[src/emb_params.svh]
// offsets, field positions, reset values and sizes of the external bus interface
`ifndef EMB_PARAMS_SVH
`define EMB_PARAMS_SVH
`define EMB_ADDR_W 8
`define EMB_OFS_CTRL 8'h00
`define EMB_OFS_WAIT 8'h04
`define EMB_OFS_STATUS 8'h08
`define EMB_OFS_WDATA 8'h0C
`define EMB_OFS_CMD 8'h10
`define EMB_OFS_RDATA 8'h14
`define EMB_CTRL_VIS 0
`define EMB_CTRL_PDN 1
`define EMB_CTRL_RESET 2'h1
`define EMB_WAIT_W 3
`define EMB_WAIT_RESET 3'h0
`define EMB_ST_BUSY 0
`define EMB_ST_ILLEGAL 1
`define EMB_ST_BOOT_EXT 2
`define EMB_ST_RD_VALID 3
`define EMB_CMD_ADDR_LSB 0
`define EMB_CMD_SPACE_LSB 16
`define EMB_CMD_GLOBAL 18
`define EMB_CMD_WRITE 19
`define EMB_SPACE_PROG 2'h0
`define EMB_SPACE_DATA 2'h1
`define EMB_SPACE_IO 2'h2
`define EMB_FIFO_DEPTH 4
`define EMB_RESP_OKAY 2'h0
`define EMB_RESP_SLVERR 2'h2
`endif

[src/emb_pkg.sv]
// types shared by the external bus interface
`default_nettype none
package emb_pkg;
  typedef struct packed {
    logic write;
    logic global_mem;
    logic [1:0] space;
    logic [15:0] addr;
    logic [15:0] data;
  } emb_req_t;
  typedef enum logic [1:0] {
    EMB_IDLE,
    EMB_ACCESS
  } emb_state_t;
endpackage
`default_nettype wire

[src/emb_fifo.sv]
// small request fifo with valid/ready on both sides
`default_nettype none
module emb_fifo #(
  parameter int WIDTH = 36,
  parameter int DEPTH = 4
) (
  input wire logic aclk,
  input wire logic aresetn,
  input wire logic [WIDTH-1:0] in_data,
  input wire logic in_valid,
  output logic in_ready,
  output logic [WIDTH-1:0] out_data,
  output logic out_valid,
  input wire logic out_ready
);
  localparam int AW = $clog2(DEPTH);
  logic [WIDTH-1:0] mem [DEPTH];
  logic [AW-1:0] wr_ptr;
  logic [AW-1:0] rd_ptr;
  logic [AW:0] count;
  logic push;
  logic pop;

  assign push = in_valid && in_ready;
  assign pop = out_valid && out_ready;
  assign in_ready = (count != (AW + 1)'(DEPTH));
  assign out_valid = (count != '0);
  assign out_data = mem[rd_ptr];

  always_ff @(posedge aclk) begin
    if (push) begin
      mem[wr_ptr] <= in_data;
    end
  end

  always_ff @(posedge aclk) begin
    if (!aresetn) begin
      wr_ptr <= '0;
      rd_ptr <= '0;
      count <= '0;
    end else begin
      if (push) begin
        wr_ptr <= (wr_ptr == AW'(DEPTH - 1)) ? '0 : wr_ptr + 1'b1;
      end
      if (pop) begin
        rd_ptr <= (rd_ptr == AW'(DEPTH - 1)) ? '0 : rd_ptr + 1'b1;
      end
      if (push && !pop) begin
        count <= count + 1'b1;
      end else if (pop && !push) begin
        count <= count - 1'b1;
      end
    end
  end
endmodule // emb_fifo
`default_nettype wire

[src/emb_top.sv]
// external asynchronous memory and i/o bus interface with an axi4-lite register port
`include "emb_params.svh"
`default_nettype none

// How it works
// - space selects idle high; one goes low only while its space is accessed.
// - space selects float during reset, power down and emulation float.
// - write strobe low on every external write; data bus driven from its fall.
// - write and read strobes float while emulation float input is low.
// - read strobe low on every external read of any space.
// - direction high by default, low on writes; floats in power down or emulation.
// - bus cycle strobe goes low for every off-chip access.
// - bus cycle strobe floats in power down and emulation float.
// - global request on global data accesses; floats in reset, power down, emulation.
// - a slow device holds ready low; access extends one cycle at a time.
// - ready is sampled only with at least one programmed wait state.
// - boot source select sampled in reset chooses internal or external boot.
// - with the interface disabled every external access is an illegal address.
// - drive indicator low while the data bus drives in visibility mode.
// - visibility clock toggles every aclk cycle, so it runs at half the aclk rate.
// - visibility mode enabled from reset; data bus outputs while it is enabled.
module emb_top (
  input wire logic aclk,
  input wire logic aresetn,
  input wire logic [`EMB_ADDR_W-1:0] s_axi_awaddr,
  input wire logic s_axi_awvalid,
  output logic s_axi_awready,
  input wire logic [31:0] s_axi_wdata,
  input wire logic [3:0] s_axi_wstrb,
  input wire logic s_axi_wvalid,
  output logic s_axi_wready,
  output logic [1:0] s_axi_bresp,
  output logic s_axi_bvalid,
  input wire logic s_axi_bready,
  input wire logic [`EMB_ADDR_W-1:0] s_axi_araddr,
  input wire logic s_axi_arvalid,
  output logic s_axi_arready,
  output logic [31:0] s_axi_rdata,
  output logic [1:0] s_axi_rresp,
  output logic s_axi_rvalid,
  input wire logic s_axi_rready,
  input wire logic ready,
  input wire logic emulation_float_input_n,
  input wire logic external_interface_enable,
  input wire logic boot_source_select,
  output logic boot_from_external,
  output logic [15:0] ext_addr,
  input wire logic [15:0] ext_data_in,
  output logic [15:0] ext_data_out,
  output logic ext_data_oe,
  output logic io_space_select_n,
  output logic data_space_select_n,
  output logic program_space_select_n,
  output logic space_select_oe,
  output logic write_strobe_n,
  output logic read_strobe_n,
  output logic strobe_oe,
  output logic direction_select,
  output logic direction_select_oe,
  output logic bus_cycle_strobe_n,
  output logic bus_cycle_strobe_oe,
  output logic global_data_request_n,
  output logic global_data_request_oe,
  output logic visibility_drive_indicator_n,
  output logic visibility_clock_out
);
  import emb_pkg::*;

  // pin synchronisers: ready, float, enable, boot select
  logic [3:0] pin_raw;
  logic [3:0] pin_meta;
  logic [3:0] pin_sync;
  logic [15:0] data_meta;
  logic [15:0] data_sync;
  logic ready_s;
  logic float_n_s;
  logic ena_s;
  logic boot_s;

  assign pin_raw = {boot_source_select, external_interface_enable, emulation_float_input_n, ready};

  genvar gi;
  generate
    for (gi = 0; gi < 4; gi++) begin : g_sync
      always_ff @(posedge aclk) begin
        pin_meta[gi] <= pin_raw[gi];
        pin_sync[gi] <= pin_meta[gi];
      end
    end
  endgenerate

  always_ff @(posedge aclk) begin
    data_meta <= ext_data_in;
    data_sync <= data_meta;
  end

  assign ready_s = pin_sync[0];
  assign float_n_s = pin_sync[1];
  assign ena_s = pin_sync[2];
  assign boot_s = pin_sync[3];

  // software state
  logic [1:0] ctrl;
  logic [`EMB_WAIT_W-1:0] wait_state_control;
  logic [15:0] wdata_reg;
  logic [15:0] rdata_reg;
  logic illegal;
  logic rd_valid;
  logic visibility_mode;
  logic power_down;
  logic drive_ok;

  assign visibility_mode = ctrl[`EMB_CTRL_VIS];
  assign power_down = ctrl[`EMB_CTRL_PDN];
  assign drive_ok = float_n_s && !power_down;

  // boot select is caught while reset is held
  always_ff @(posedge aclk) begin
    if (!aresetn) begin
      boot_from_external <= boot_s;
    end
  end

  // axi4-lite write channel
  logic aw_got;
  logic w_got;
  logic [`EMB_ADDR_W-1:0] aw_addr;
  logic [31:0] w_data;
  logic [3:0] w_bus_cycle_strobe;
  logic wr_do;
  logic wr_cmd;
  logic wr_ok;
  logic fifo_in_ready;
  emb_req_t cmd_req;

  assign wr_cmd = (aw_addr == `EMB_OFS_CMD);
  assign wr_do = aw_got && w_got && !s_axi_bvalid && (!wr_cmd || fifo_in_ready);
  assign wr_ok = (aw_addr == `EMB_OFS_CTRL) || (aw_addr == `EMB_OFS_WAIT) || (aw_addr == `EMB_OFS_STATUS)
    || (aw_addr == `EMB_OFS_WDATA) || wr_cmd;

  always_comb begin
    cmd_req.write = w_data[`EMB_CMD_WRITE];
    cmd_req.global_mem = w_data[`EMB_CMD_GLOBAL];
    cmd_req.space = w_data[`EMB_CMD_SPACE_LSB +: 2];
    cmd_req.addr = w_data[`EMB_CMD_ADDR_LSB +: 16];
    cmd_req.data = wdata_reg;
  end

  always_ff @(posedge aclk) begin
    if (!aresetn) begin
      aw_got <= 1'b0;
      w_got <= 1'b0;
      aw_addr <= '0;
      w_data <= 32'h0000_0000;
      w_bus_cycle_strobe <= 4'h0;
      s_axi_awready <= 1'b1;
      s_axi_wready <= 1'b1;
      s_axi_bvalid <= 1'b0;
      s_axi_bresp <= `EMB_RESP_OKAY;
    end else begin
      if (s_axi_awvalid && s_axi_awready) begin
        aw_got <= 1'b1;
        aw_addr <= {s_axi_awaddr[`EMB_ADDR_W-1:2], 2'b00};
        s_axi_awready <= 1'b0;
      end
      if (s_axi_wvalid && s_axi_wready) begin
        w_got <= 1'b1;
        w_data <= s_axi_wdata;
        w_bus_cycle_strobe <= s_axi_wstrb;
        s_axi_wready <= 1'b0;
      end
      if (wr_do) begin
        aw_got <= 1'b0;
        w_got <= 1'b0;
        s_axi_bvalid <= 1'b1;
        s_axi_bresp <= wr_ok ? `EMB_RESP_OKAY : `EMB_RESP_SLVERR;
      end
      if (s_axi_bvalid && s_axi_bready) begin
        s_axi_bvalid <= 1'b0;
        s_axi_awready <= 1'b1;
        s_axi_wready <= 1'b1;
      end
    end
  end

  // register writes; a command write pushes one request into the fifo
  logic set_illegal;
  logic set_rd_valid;

  always_ff @(posedge aclk) begin
    if (!aresetn) begin
      ctrl <= `EMB_CTRL_RESET;
      wait_state_control <= `EMB_WAIT_RESET;
      wdata_reg <= 16'h0000;
    end else if (wr_do) begin
      if (aw_addr == `EMB_OFS_CTRL && w_bus_cycle_strobe[0]) begin
        ctrl <= w_data[1:0];
      end
      if (aw_addr == `EMB_OFS_WAIT && w_bus_cycle_strobe[0]) begin
        wait_state_control <= w_data[`EMB_WAIT_W-1:0];
      end
      if (aw_addr == `EMB_OFS_WDATA) begin
        if (w_bus_cycle_strobe[0]) begin
          wdata_reg[7:0] <= w_data[7:0];
        end
        if (w_bus_cycle_strobe[1]) begin
          wdata_reg[15:8] <= w_data[15:8];
        end
      end
    end
  end

  // sticky flags: write one to clear, a new event wins over the clear
  logic clr_hit;
  assign clr_hit = wr_do && aw_addr == `EMB_OFS_STATUS && w_bus_cycle_strobe[0];

  always_ff @(posedge aclk) begin
    if (!aresetn) begin
      illegal <= 1'b0;
      rd_valid <= 1'b0;
    end else begin
      if (set_illegal) begin
        illegal <= 1'b1;
      end else if (clr_hit && w_data[`EMB_ST_ILLEGAL]) begin
        illegal <= 1'b0;
      end
      if (set_rd_valid) begin
        rd_valid <= 1'b1;
      end else if (clr_hit && w_data[`EMB_ST_RD_VALID]) begin
        rd_valid <= 1'b0;
      end
    end
  end

  // request fifo between the register port and the bus engine
  emb_req_t fifo_out;
  logic fifo_out_valid;
  logic fifo_pop;
  emb_state_t state;

  emb_fifo #(
    .WIDTH($bits(emb_req_t)),
    .DEPTH(`EMB_FIFO_DEPTH)
  ) u_fifo (
    .aclk(aclk),
    .aresetn(aresetn),
    .in_data(cmd_req),
    .in_valid(wr_do && wr_cmd),
    .in_ready(fifo_in_ready),
    .out_data(fifo_out),
    .out_valid(fifo_out_valid),
    .out_ready(fifo_pop)
  );

  assign fifo_pop = (state == EMB_IDLE) && fifo_out_valid;

  // axi4-lite read channel
  logic [31:0] rd_mux;
  logic rd_ok;

  always_comb begin
    rd_mux = 32'h0000_0000;
    rd_ok = 1'b1;
    case ({s_axi_araddr[`EMB_ADDR_W-1:2], 2'b00})
      `EMB_OFS_CTRL: rd_mux[1:0] = ctrl;
      `EMB_OFS_WAIT: rd_mux[`EMB_WAIT_W-1:0] = wait_state_control;
      `EMB_OFS_STATUS: begin
        rd_mux[`EMB_ST_BUSY] = (state != EMB_IDLE) || fifo_out_valid;
        rd_mux[`EMB_ST_ILLEGAL] = illegal;
        rd_mux[`EMB_ST_BOOT_EXT] = boot_from_external;
        rd_mux[`EMB_ST_RD_VALID] = rd_valid;
      end
      `EMB_OFS_WDATA: rd_mux[15:0] = wdata_reg;
      `EMB_OFS_CMD: rd_mux = 32'h0000_0000;
      `EMB_OFS_RDATA: rd_mux[15:0] = rdata_reg;
      default: rd_ok = 1'b0;
    endcase
  end

  always_ff @(posedge aclk) begin
    if (!aresetn) begin
      s_axi_arready <= 1'b1;
      s_axi_rvalid <= 1'b0;
      s_axi_rdata <= 32'h0000_0000;
      s_axi_rresp <= `EMB_RESP_OKAY;
    end else begin
      if (s_axi_arvalid && s_axi_arready) begin
        s_axi_arready <= 1'b0;
        s_axi_rvalid <= 1'b1;
        s_axi_rdata <= rd_mux;
        s_axi_rresp <= rd_ok ? `EMB_RESP_OKAY : `EMB_RESP_SLVERR;
      end else if (s_axi_rvalid && s_axi_rready) begin
        s_axi_rvalid <= 1'b0;
        s_axi_arready <= 1'b1;
      end
    end
  end

  // external bus engine
  logic [`EMB_WAIT_W-1:0] wait_cnt;
  logic cur_write;
  logic access_done;

  assign access_done = (state == EMB_ACCESS) && (wait_cnt == '0)
    && ((wait_state_control == '0) || ready_s);
  assign set_illegal = fifo_pop && (!ena_s || fifo_out.space == 2'h3);
  assign set_rd_valid = access_done && !cur_write;

  always_ff @(posedge aclk) begin
    if (!aresetn) begin
      state <= EMB_IDLE;
      wait_cnt <= '0;
      cur_write <= 1'b0;
      rdata_reg <= 16'h0000;
      ext_addr <= 16'h0000;
      ext_data_out <= 16'h0000;
      io_space_select_n <= 1'b1;
      data_space_select_n <= 1'b1;
      program_space_select_n <= 1'b1;
      write_strobe_n <= 1'b1;
      read_strobe_n <= 1'b1;
      direction_select <= 1'b1;
      bus_cycle_strobe_n <= 1'b1;
      global_data_request_n <= 1'b1;
    end else begin
      case (state)
        EMB_IDLE: begin
          if (fifo_pop && !set_illegal) begin
            state <= EMB_ACCESS;
            wait_cnt <= wait_state_control;
            cur_write <= fifo_out.write;
            ext_addr <= fifo_out.addr;
            ext_data_out <= fifo_out.data;
            program_space_select_n <= (fifo_out.space != `EMB_SPACE_PROG);
            data_space_select_n <= (fifo_out.space != `EMB_SPACE_DATA);
            io_space_select_n <= (fifo_out.space != `EMB_SPACE_IO);
            bus_cycle_strobe_n <= 1'b0;
            write_strobe_n <= !fifo_out.write;
            read_strobe_n <= fifo_out.write;
            direction_select <= !fifo_out.write;
            global_data_request_n <= !(fifo_out.global_mem && fifo_out.space == `EMB_SPACE_DATA);
          end
        end
        EMB_ACCESS: begin
          if (wait_cnt != '0) begin
            wait_cnt <= wait_cnt - 1'b1;
          end else if (access_done) begin
            state <= EMB_IDLE;
            if (!cur_write) begin
              rdata_reg <= data_sync;
            end
            io_space_select_n <= 1'b1;
            data_space_select_n <= 1'b1;
            program_space_select_n <= 1'b1;
            bus_cycle_strobe_n <= 1'b1;
            write_strobe_n <= 1'b1;
            read_strobe_n <= 1'b1;
            direction_select <= 1'b1;
            global_data_request_n <= 1'b1;
          end
        end
        default: state <= EMB_IDLE;
      endcase
    end
  end

  // output enables; selects and global request stay floating through reset
  logic next_write_drive;
  assign next_write_drive = (state == EMB_IDLE) ? (fifo_pop && !set_illegal && fifo_out.write)
    : (cur_write && !access_done);

  always_ff @(posedge aclk) begin
    if (!aresetn) begin
      space_select_oe <= 1'b0;
      global_data_request_oe <= 1'b0;
      strobe_oe <= 1'b0;
      direction_select_oe <= 1'b0;
      bus_cycle_strobe_oe <= 1'b0;
      ext_data_oe <= 1'b0;
    end else begin
      space_select_oe <= drive_ok;
      global_data_request_oe <= drive_ok;
      strobe_oe <= float_n_s;
      direction_select_oe <= drive_ok;
      bus_cycle_strobe_oe <= drive_ok;
      ext_data_oe <= visibility_mode || next_write_drive;
    end
  end

  // visibility outputs; the indicator follows visibility_mode only, and the data bus always drives in visibility mode, so ext_data_oe is high while it is low
  always_ff @(posedge aclk) begin
    if (!aresetn) begin
      visibility_drive_indicator_n <= 1'b1;
      visibility_clock_out <= 1'b0;
    end else begin
      visibility_drive_indicator_n <= !visibility_mode;
      visibility_clock_out <= !visibility_clock_out;
    end
  end
endmodule // emb_top
`default_nettype wire

[config.mk]
export PLATFORM = sky130hd
export DESIGN_NAME = emb_top
export DESIGN_NICKNAME = d
export VERILOG_FILES = /design/src/emb_pkg.sv /design/src/emb_fifo.sv /design/src/emb_top.sv
export VERILOG_INCLUDE_DIRS = /design/src /design/src/src
export SDC_FILE = /design/constraint.sdc
export NUM_CORES = 1
export LEC_CHECK = 0
export ABC_CLOCK_PERIOD_IN_PS = 3100
export BUFFER_PORTS_ARGS = -buffer_cell sky130_fd_sc_hd__buf_2
export CAP_MARGIN = 20
export CORE_MARGIN = 3
export CORE_UTILIZATION = 37
export CTS_BUF_LIST = sky130_fd_sc_hd__clkbuf_4 sky130_fd_sc_hd__clkbuf_8
export DETAILED_ROUTE_END_ITERATION = 6
export GPL_ROUTABILITY_DRIVEN = 1
export GPL_TIMING_DRIVEN = 0
export SLEW_MARGIN = 0
export SYNTH_ARGS = -nofsm -noshare
export SYNTH_HDL_FRONTEND = slang
export SYNTH_SLANG_ARGS = --single-unit
[constraint.sdc]
create_clock -name aclk -period 3.1 [get_ports aclk]
set_input_delay 0.93 -clock aclk [delete_from_list [all_inputs] [get_ports aclk]]
set_output_delay 0.93 -clock aclk [all_outputs]
set_load 0.02 [all_outputs]
# After elaboration in Yosys (flattened, before gate mapping)
# Memories as Yosys holds them, arrays and structs flattened. A register that Yosys moved wholly into a read port is not among the register bits.
# Cells that the tools add are included.
[word_totals] ff_bits=192 inputBits=79 n_memories=1 ram_bits=144 elab_cells=205 output_inout_bits=90
[mem_list] memory="u_fifo.mem" depth=4 width=36 read_ports=1 rd_ports_with_merged_regs=1 write_ports=1 line_no="emb_fifo.sv:17" rtl="logic [WIDTH-1:0] mem [DEPTH];"
[classes] n_addsub=5 n_reduce_logical=77 bitwise_logic=3 eq_ne=21 muxes=47
[ops] op="logical AND 1 bit" count=29
[ops] op="== test 6 x 2 -> 1 bit (second input constant)" count=4
[ops] op="case mux 12 bit (2 select lines)" count=1
[ops] op="2-to-1 mux 1 bit" count=21
[ops] op="== test 6 x 3 -> 1 bit (second input constant)" count=3
[ops] op="2-to-1 mux 2 bit" count=9
[ops] op="case mux 1 bit (2 select lines)" count=7
[ops] op="nonzero test 2 bit" count=7
[ops] op="logical NOT 1 bit" count=13
[ops] op="== test 6 x 1 -> 1 bit (second input constant)" count=2
[ops] op="2-to-1 mux 3 bit" count=4
[ops] op="AND reduction 3 bit" count=4
[ops] op="case mux 2 bit (5 select lines)" count=1
[ops] op="logical OR 1 bit" count=9
[ops] op="logical NOT 8 bit" count=1
[ops] op="inequality test 2 bit (second input constant)" count=4
[ops] op="AND reduction 4 bit" count=2
[ops] op="== test 2 bit (second input constant)" count=3
[ops] op="logical NOT 3 bit" count=2
[ops] op="logical NOT 6 bit" count=1
[ops] op="case mux 3 bit (2 select lines)" count=1
[ops] op="AND reduction 2 bit" count=3
[ops] op="nonzero test 3 bit" count=2
[ops] op="OR reduction 6 bit" count=1
[ops] op="other kinds (12)" count=19

# Longest topological paths before layout
[logic_depth] word_depth=10 mapped_depth=10 depth_no_buf=8

# Cells and area by module
# A second synthesis with hierarchy kept.
[unflattened] hier_cells=959 hier_area_um2=12169.2
[by_module_without_submodules] mod="emb_top" seq_area_each_um2=3653.5 area_per_inst_um2=6487.5 n_inst=1 cells_each=720
[by_module_without_submodules] mod="emb_fifo" seq_area_each_um2=4504.3 area_per_inst_um2=5681.7 n_inst=1 cells_each=239

# Least setup slack after synthesis
# OpenSTA, ideal clock, no wires.
[synth_path] path_type="register to register" start="register u_fifo.count[0]" end="register u_fifo.count[2]" slack_ns=0.522 n_path_buf=1 path_stages_with_launch=10 arrival_ns=2.508 required_ns=3.030 period_less_slack_ns=2.578 setup_ns=0.070 path_cell_list="dfxtp_1 nor3_1 or2_2 clkbuf_1 ha_1 inv_1 fa_1 xor2_1 or3_1 a21oi_1"
[synth_via] elab_chain_cells=8 word_cells_on_any_way=17 classes_between="add/sub (2); eq/ne (1); mux (2); reduce/logical (12)"
[synth_rtl] element="start: declaration" line_no="emb_fifo.sv:20" rtl="logic [AW:0] count;"
[synth_rtl] element="start signal: assignment" line_no="emb_fifo.sv:49" rtl="count <= count + 1'b1;"
[synth_rtl] element="start signal: assignment" line_no="emb_fifo.sv:51" rtl="count <= count - 1'b1;"
[synth_rtl] element="inequality test 3 bit" line_no="emb_fifo.sv:26" rtl="assign in_ready = (count != (AW + 1)'(DEPTH));"
[synth_rtl] element="logical OR 1 bit" line_no="emb_top.sv:137" rtl="assign wr_do = aw_got && w_got && !s_axi_bvalid && (!wr_cmd || fifo_in_ready);"
[synth_rtl] element="logical AND 1 bit" line_no="emb_top.sv:137"
[synth_rtl] element="logical AND 1 bit" line_no="emb_top.sv:248" rtl=".in_valid(wr_do && wr_cmd),"
[synth_rtl] element="logical AND 1 bit" line_no="emb_fifo.sv:24" rtl="assign push = in_valid && in_ready;"
[synth_rtl] element="logical NOT 1 bit" line_no="emb_fifo.sv:50" rtl="end else if (pop && !push) begin"
[synth_rtl] element="logical AND 1 bit" line_no="emb_fifo.sv:50"
[synth_rtl] element="nonzero test 2 bit (no source line)"
# Parallel ways exist; a longest one is shown, timed or not. The select of a mux whose other input is x is not followed.
# A chain may end at the register's enable or synchronous reset.

# Worst setup path after layout
# Same ends and word-level chain as after synthesis.

==> flow_summary.toml <==
[placed_design]
placed_area_um2 = 13300
dp_hpwl_um = 19300
place.gp.congestion = 0.778
post-place-ws_ns = 0.0564
io_buffer_count = 129

[drt]
wl_per_cell_um = 17.9
finalWirelength_um = 28000
vias = 7546
firstDrtPassIters = 6
drc = 0
drt_iter0_markers = 486
postRouteAntennaNets = 0
vias_per_cell = 4.83

[global_route]
grt-ovfl-total = 0
antenna_found_initial = 0
grt_max_degree = 28
track_usage_pct = 16.1
first_global_vias = 7534
grt_pass1_wl_um = 42700

[clocking]
h-tree-depth = 2
cts_tree = "done"
postCtsSetupRepairBufs = 0
cts-root-buf = "clkbuf_8"
clkSinkCount = 335
clockBufferDepth = 3
ctsHoldBuffers = 0
numCtsBuffers = 53
clk_latency_ns = 0.59
clk_pin_slew_worst_paths_ns = 0.06

[final_layout]
final_util_pct = 45.7
nFillCells = 2909
top_register = "u_fifo.mem"
nNetsFinal = 1203
final_common_cell = "dfxtp_1"
diodes = 0
final_area_um2 = 14500
area_delta_synth_final_pct = 21.3
largest_reg_flops = 144
drive_gt1_share_pct = 26.9
most-common-layout-cells = "dfxtp_1 (190), edfxtp_1 (145), buf_2 (136), nand2_1 (128), a21oi_1 (78)"
reg.largest.list = "u_fifo.mem (144), w_data (20)"

[setup_path]
crit_path_max_fanout = 6
reg2reg_from = "u_fifo.count[0]"
required_ns = 3.59
cp-end-kind = "register"
start_kind = "register"
crit_path_start = "u_fifo.count[0]"
crit_arrival_ns = 3.28
crit_type = "reg2reg"

[synthesis]
ys_types = 51
synth.ff_latch_count = 335
ys_warn_count = 0
ys_seq_area_share_pct = 68.2
synth_edf_count = 145
synth_cells = 910
mappedNetlistArea_um2 = 12000
ys_async_sr_fraction_pct = 0
synth-main-ff-cell = "dfxtp_1"
syn_area_per_cell_um2 = 13.1

[power_and_ir_drop]
power_density_nw_per_um2 = 777
p_leak_nw = 5.57
vdd_drop_max_mv = 0.408

[sta]
drv_slew = 0
rsz0062_at_grt = "no"
relSlewSlack_pct = 38.6
fmax_mhz = 358
worstMarginPinSlew_ns = 0.921
fin_ws_ns = 0.308
skew_ns = 0.0315
min_period_over_period_pct = 90.1
hold_viol = 0
period_needed_ns = 2.79
setup_violations = 0
fin_tns_setup_ns = 0

[floorplan]
core_area_um2 = 31700
fp.dieH_um = 186
fp.dieArea_um2 = 34500
die_width_um = 186
rows = 65
ios = 169
start_util_pct = 37.7

[run]
max_cap_violations = 0

[status]
status = "complete, no violations"

[worst_hold_path]
hp-class = "reg2reg"
worstHoldStart = "pin_meta[1]"
==> power by group <==
| group | internal [mW] | switching, mW |
|---|---|---|
| clock network | 2.54 | 1.70 |
| logic | 0.797 | 1.18 |
| registers | 4.88 | 0.183 |
==> cells by family after synthesis <==
family,share of synthesized area [%]
xor+xnor,0.146
fa+ha+maj,1.00
buf+inv,3.71
other cells,0.0314
mux,10.6
compound gates,6.89
simple gates,9.39
flops,68.2
==> path summary, 6_finish.rpt <==
kind / to / slack, ns / cells after the start
max reg2reg: u_fifo.count[2] / 0.31 / 9
min reg2reg: float_n_s / 0.33 / 0
min: float_n_s / 0.33 / 0
max: u_fifo.count[2] / 0.31 / 9
==> worst max-delay path, stage by stage (launching register included) <==
cell and delay [ns]:
dfxtp_1 0.36, nor3_2 0.49, or2_2 0.20, clkbuf_1 0.28, ha_1 0.25, inv_1 0.07
fa_1 0.43, xor2_1 0.17, or3_1 0.31, a21oi_1 0.15
==> metal layers <==
| metal | wire length [µm] | GRT usage [%] | vias up |
|---|---|---|---|
| met1 | 12300 | 21.7 | 3593 |
| met3 | 1740 | 3.42 | 52 |
| li1 | - | - | 3662 |
| met2 | 13400 | 26.4 | 239 |
| met5 | 0 | 0 | - |
| met4 | 598 | 4.97 | 0 |
==> final cells by class <==
class	instances	area [µm²]	area share [%]
clock inverter	18	258	1.78
tap	402	503	3.47
timing repair buffer	133	726	5.00
sequential	335	8160	56.2
multi-input combinational	503	3430	23.7
inverter	13	48.8	0.336
buffer	76	395	2.73
clock buffer	82	985	6.79
==> synth_stat cells, types with 2 or more instances <==
cell type / instances / area share (%)
dfxtp_1: 190 / 32
edfxtp_1: 145 / 36
nand2_1: 128 / 4.0
a21oi_1: 78 / 3.3
nor2_1: 67 / 2.1
mux2i_1: 39 / 3.3
clkbuf_1: 38 / 1.2
mux4_2: 37 / 7.0
buf_4: 25 / 1.6
o21ai_0: 19 / 0.80
nand3_1: 15 / 0.63
a221oi_1: 14 / 1.0
inv_1: 13 / 0.41
and2_1: 8 / 0.42
ha_1: 8 / 0.84
buf_2: 7 / 0.29
nor3_1: 7 / 0.29
buf_1: 5 / 0.16
mux2_2: 4 / 0.38
nand2b_1: 4 / 0.21
nor2b_1: 4 / 0.21
nor3b_1: 4 / 0.25
o32ai_1: 4 / 0.29
a211oi_1: 3 / 0.19
a31oi_1: 3 / 0.16
nand3b_1: 3 / 0.19
nand4_1: 3 / 0.16
nor4_1: 3 / 0.16
or3_1: 3 / 0.16
a21o_1: 2 / 0.13
a22oi_1: 2 / 0.13
and3_1: 2 / 0.10
and4_1: 2 / 0.15
and4b_1: 2 / 0.17
o21ai_1: 2 / 0.084
xor2_1: 2 / 0.15
==> stage by stage <==
stage | instances | power, mW | hold slack (ns)
after floorplan | 927 | 6.51 | 0.310
after global placement | 1458 | 7.12 | 0.310
after detailed placement | 1462 | 7.15 | 0.312
after CTS | 1562 | 11.4 | 0.327
after global routing | 1562 | 11.8 | 0.331
final | 1562 | 11.3 | 0.326
==> timing repair <==
action	4_1_cts	5_1_grt
resized for setup	0	1
endpoints found under the hold margin	0	0
endpoints found under the setup margin	0	1
Power figures use the tool's default switching activity.
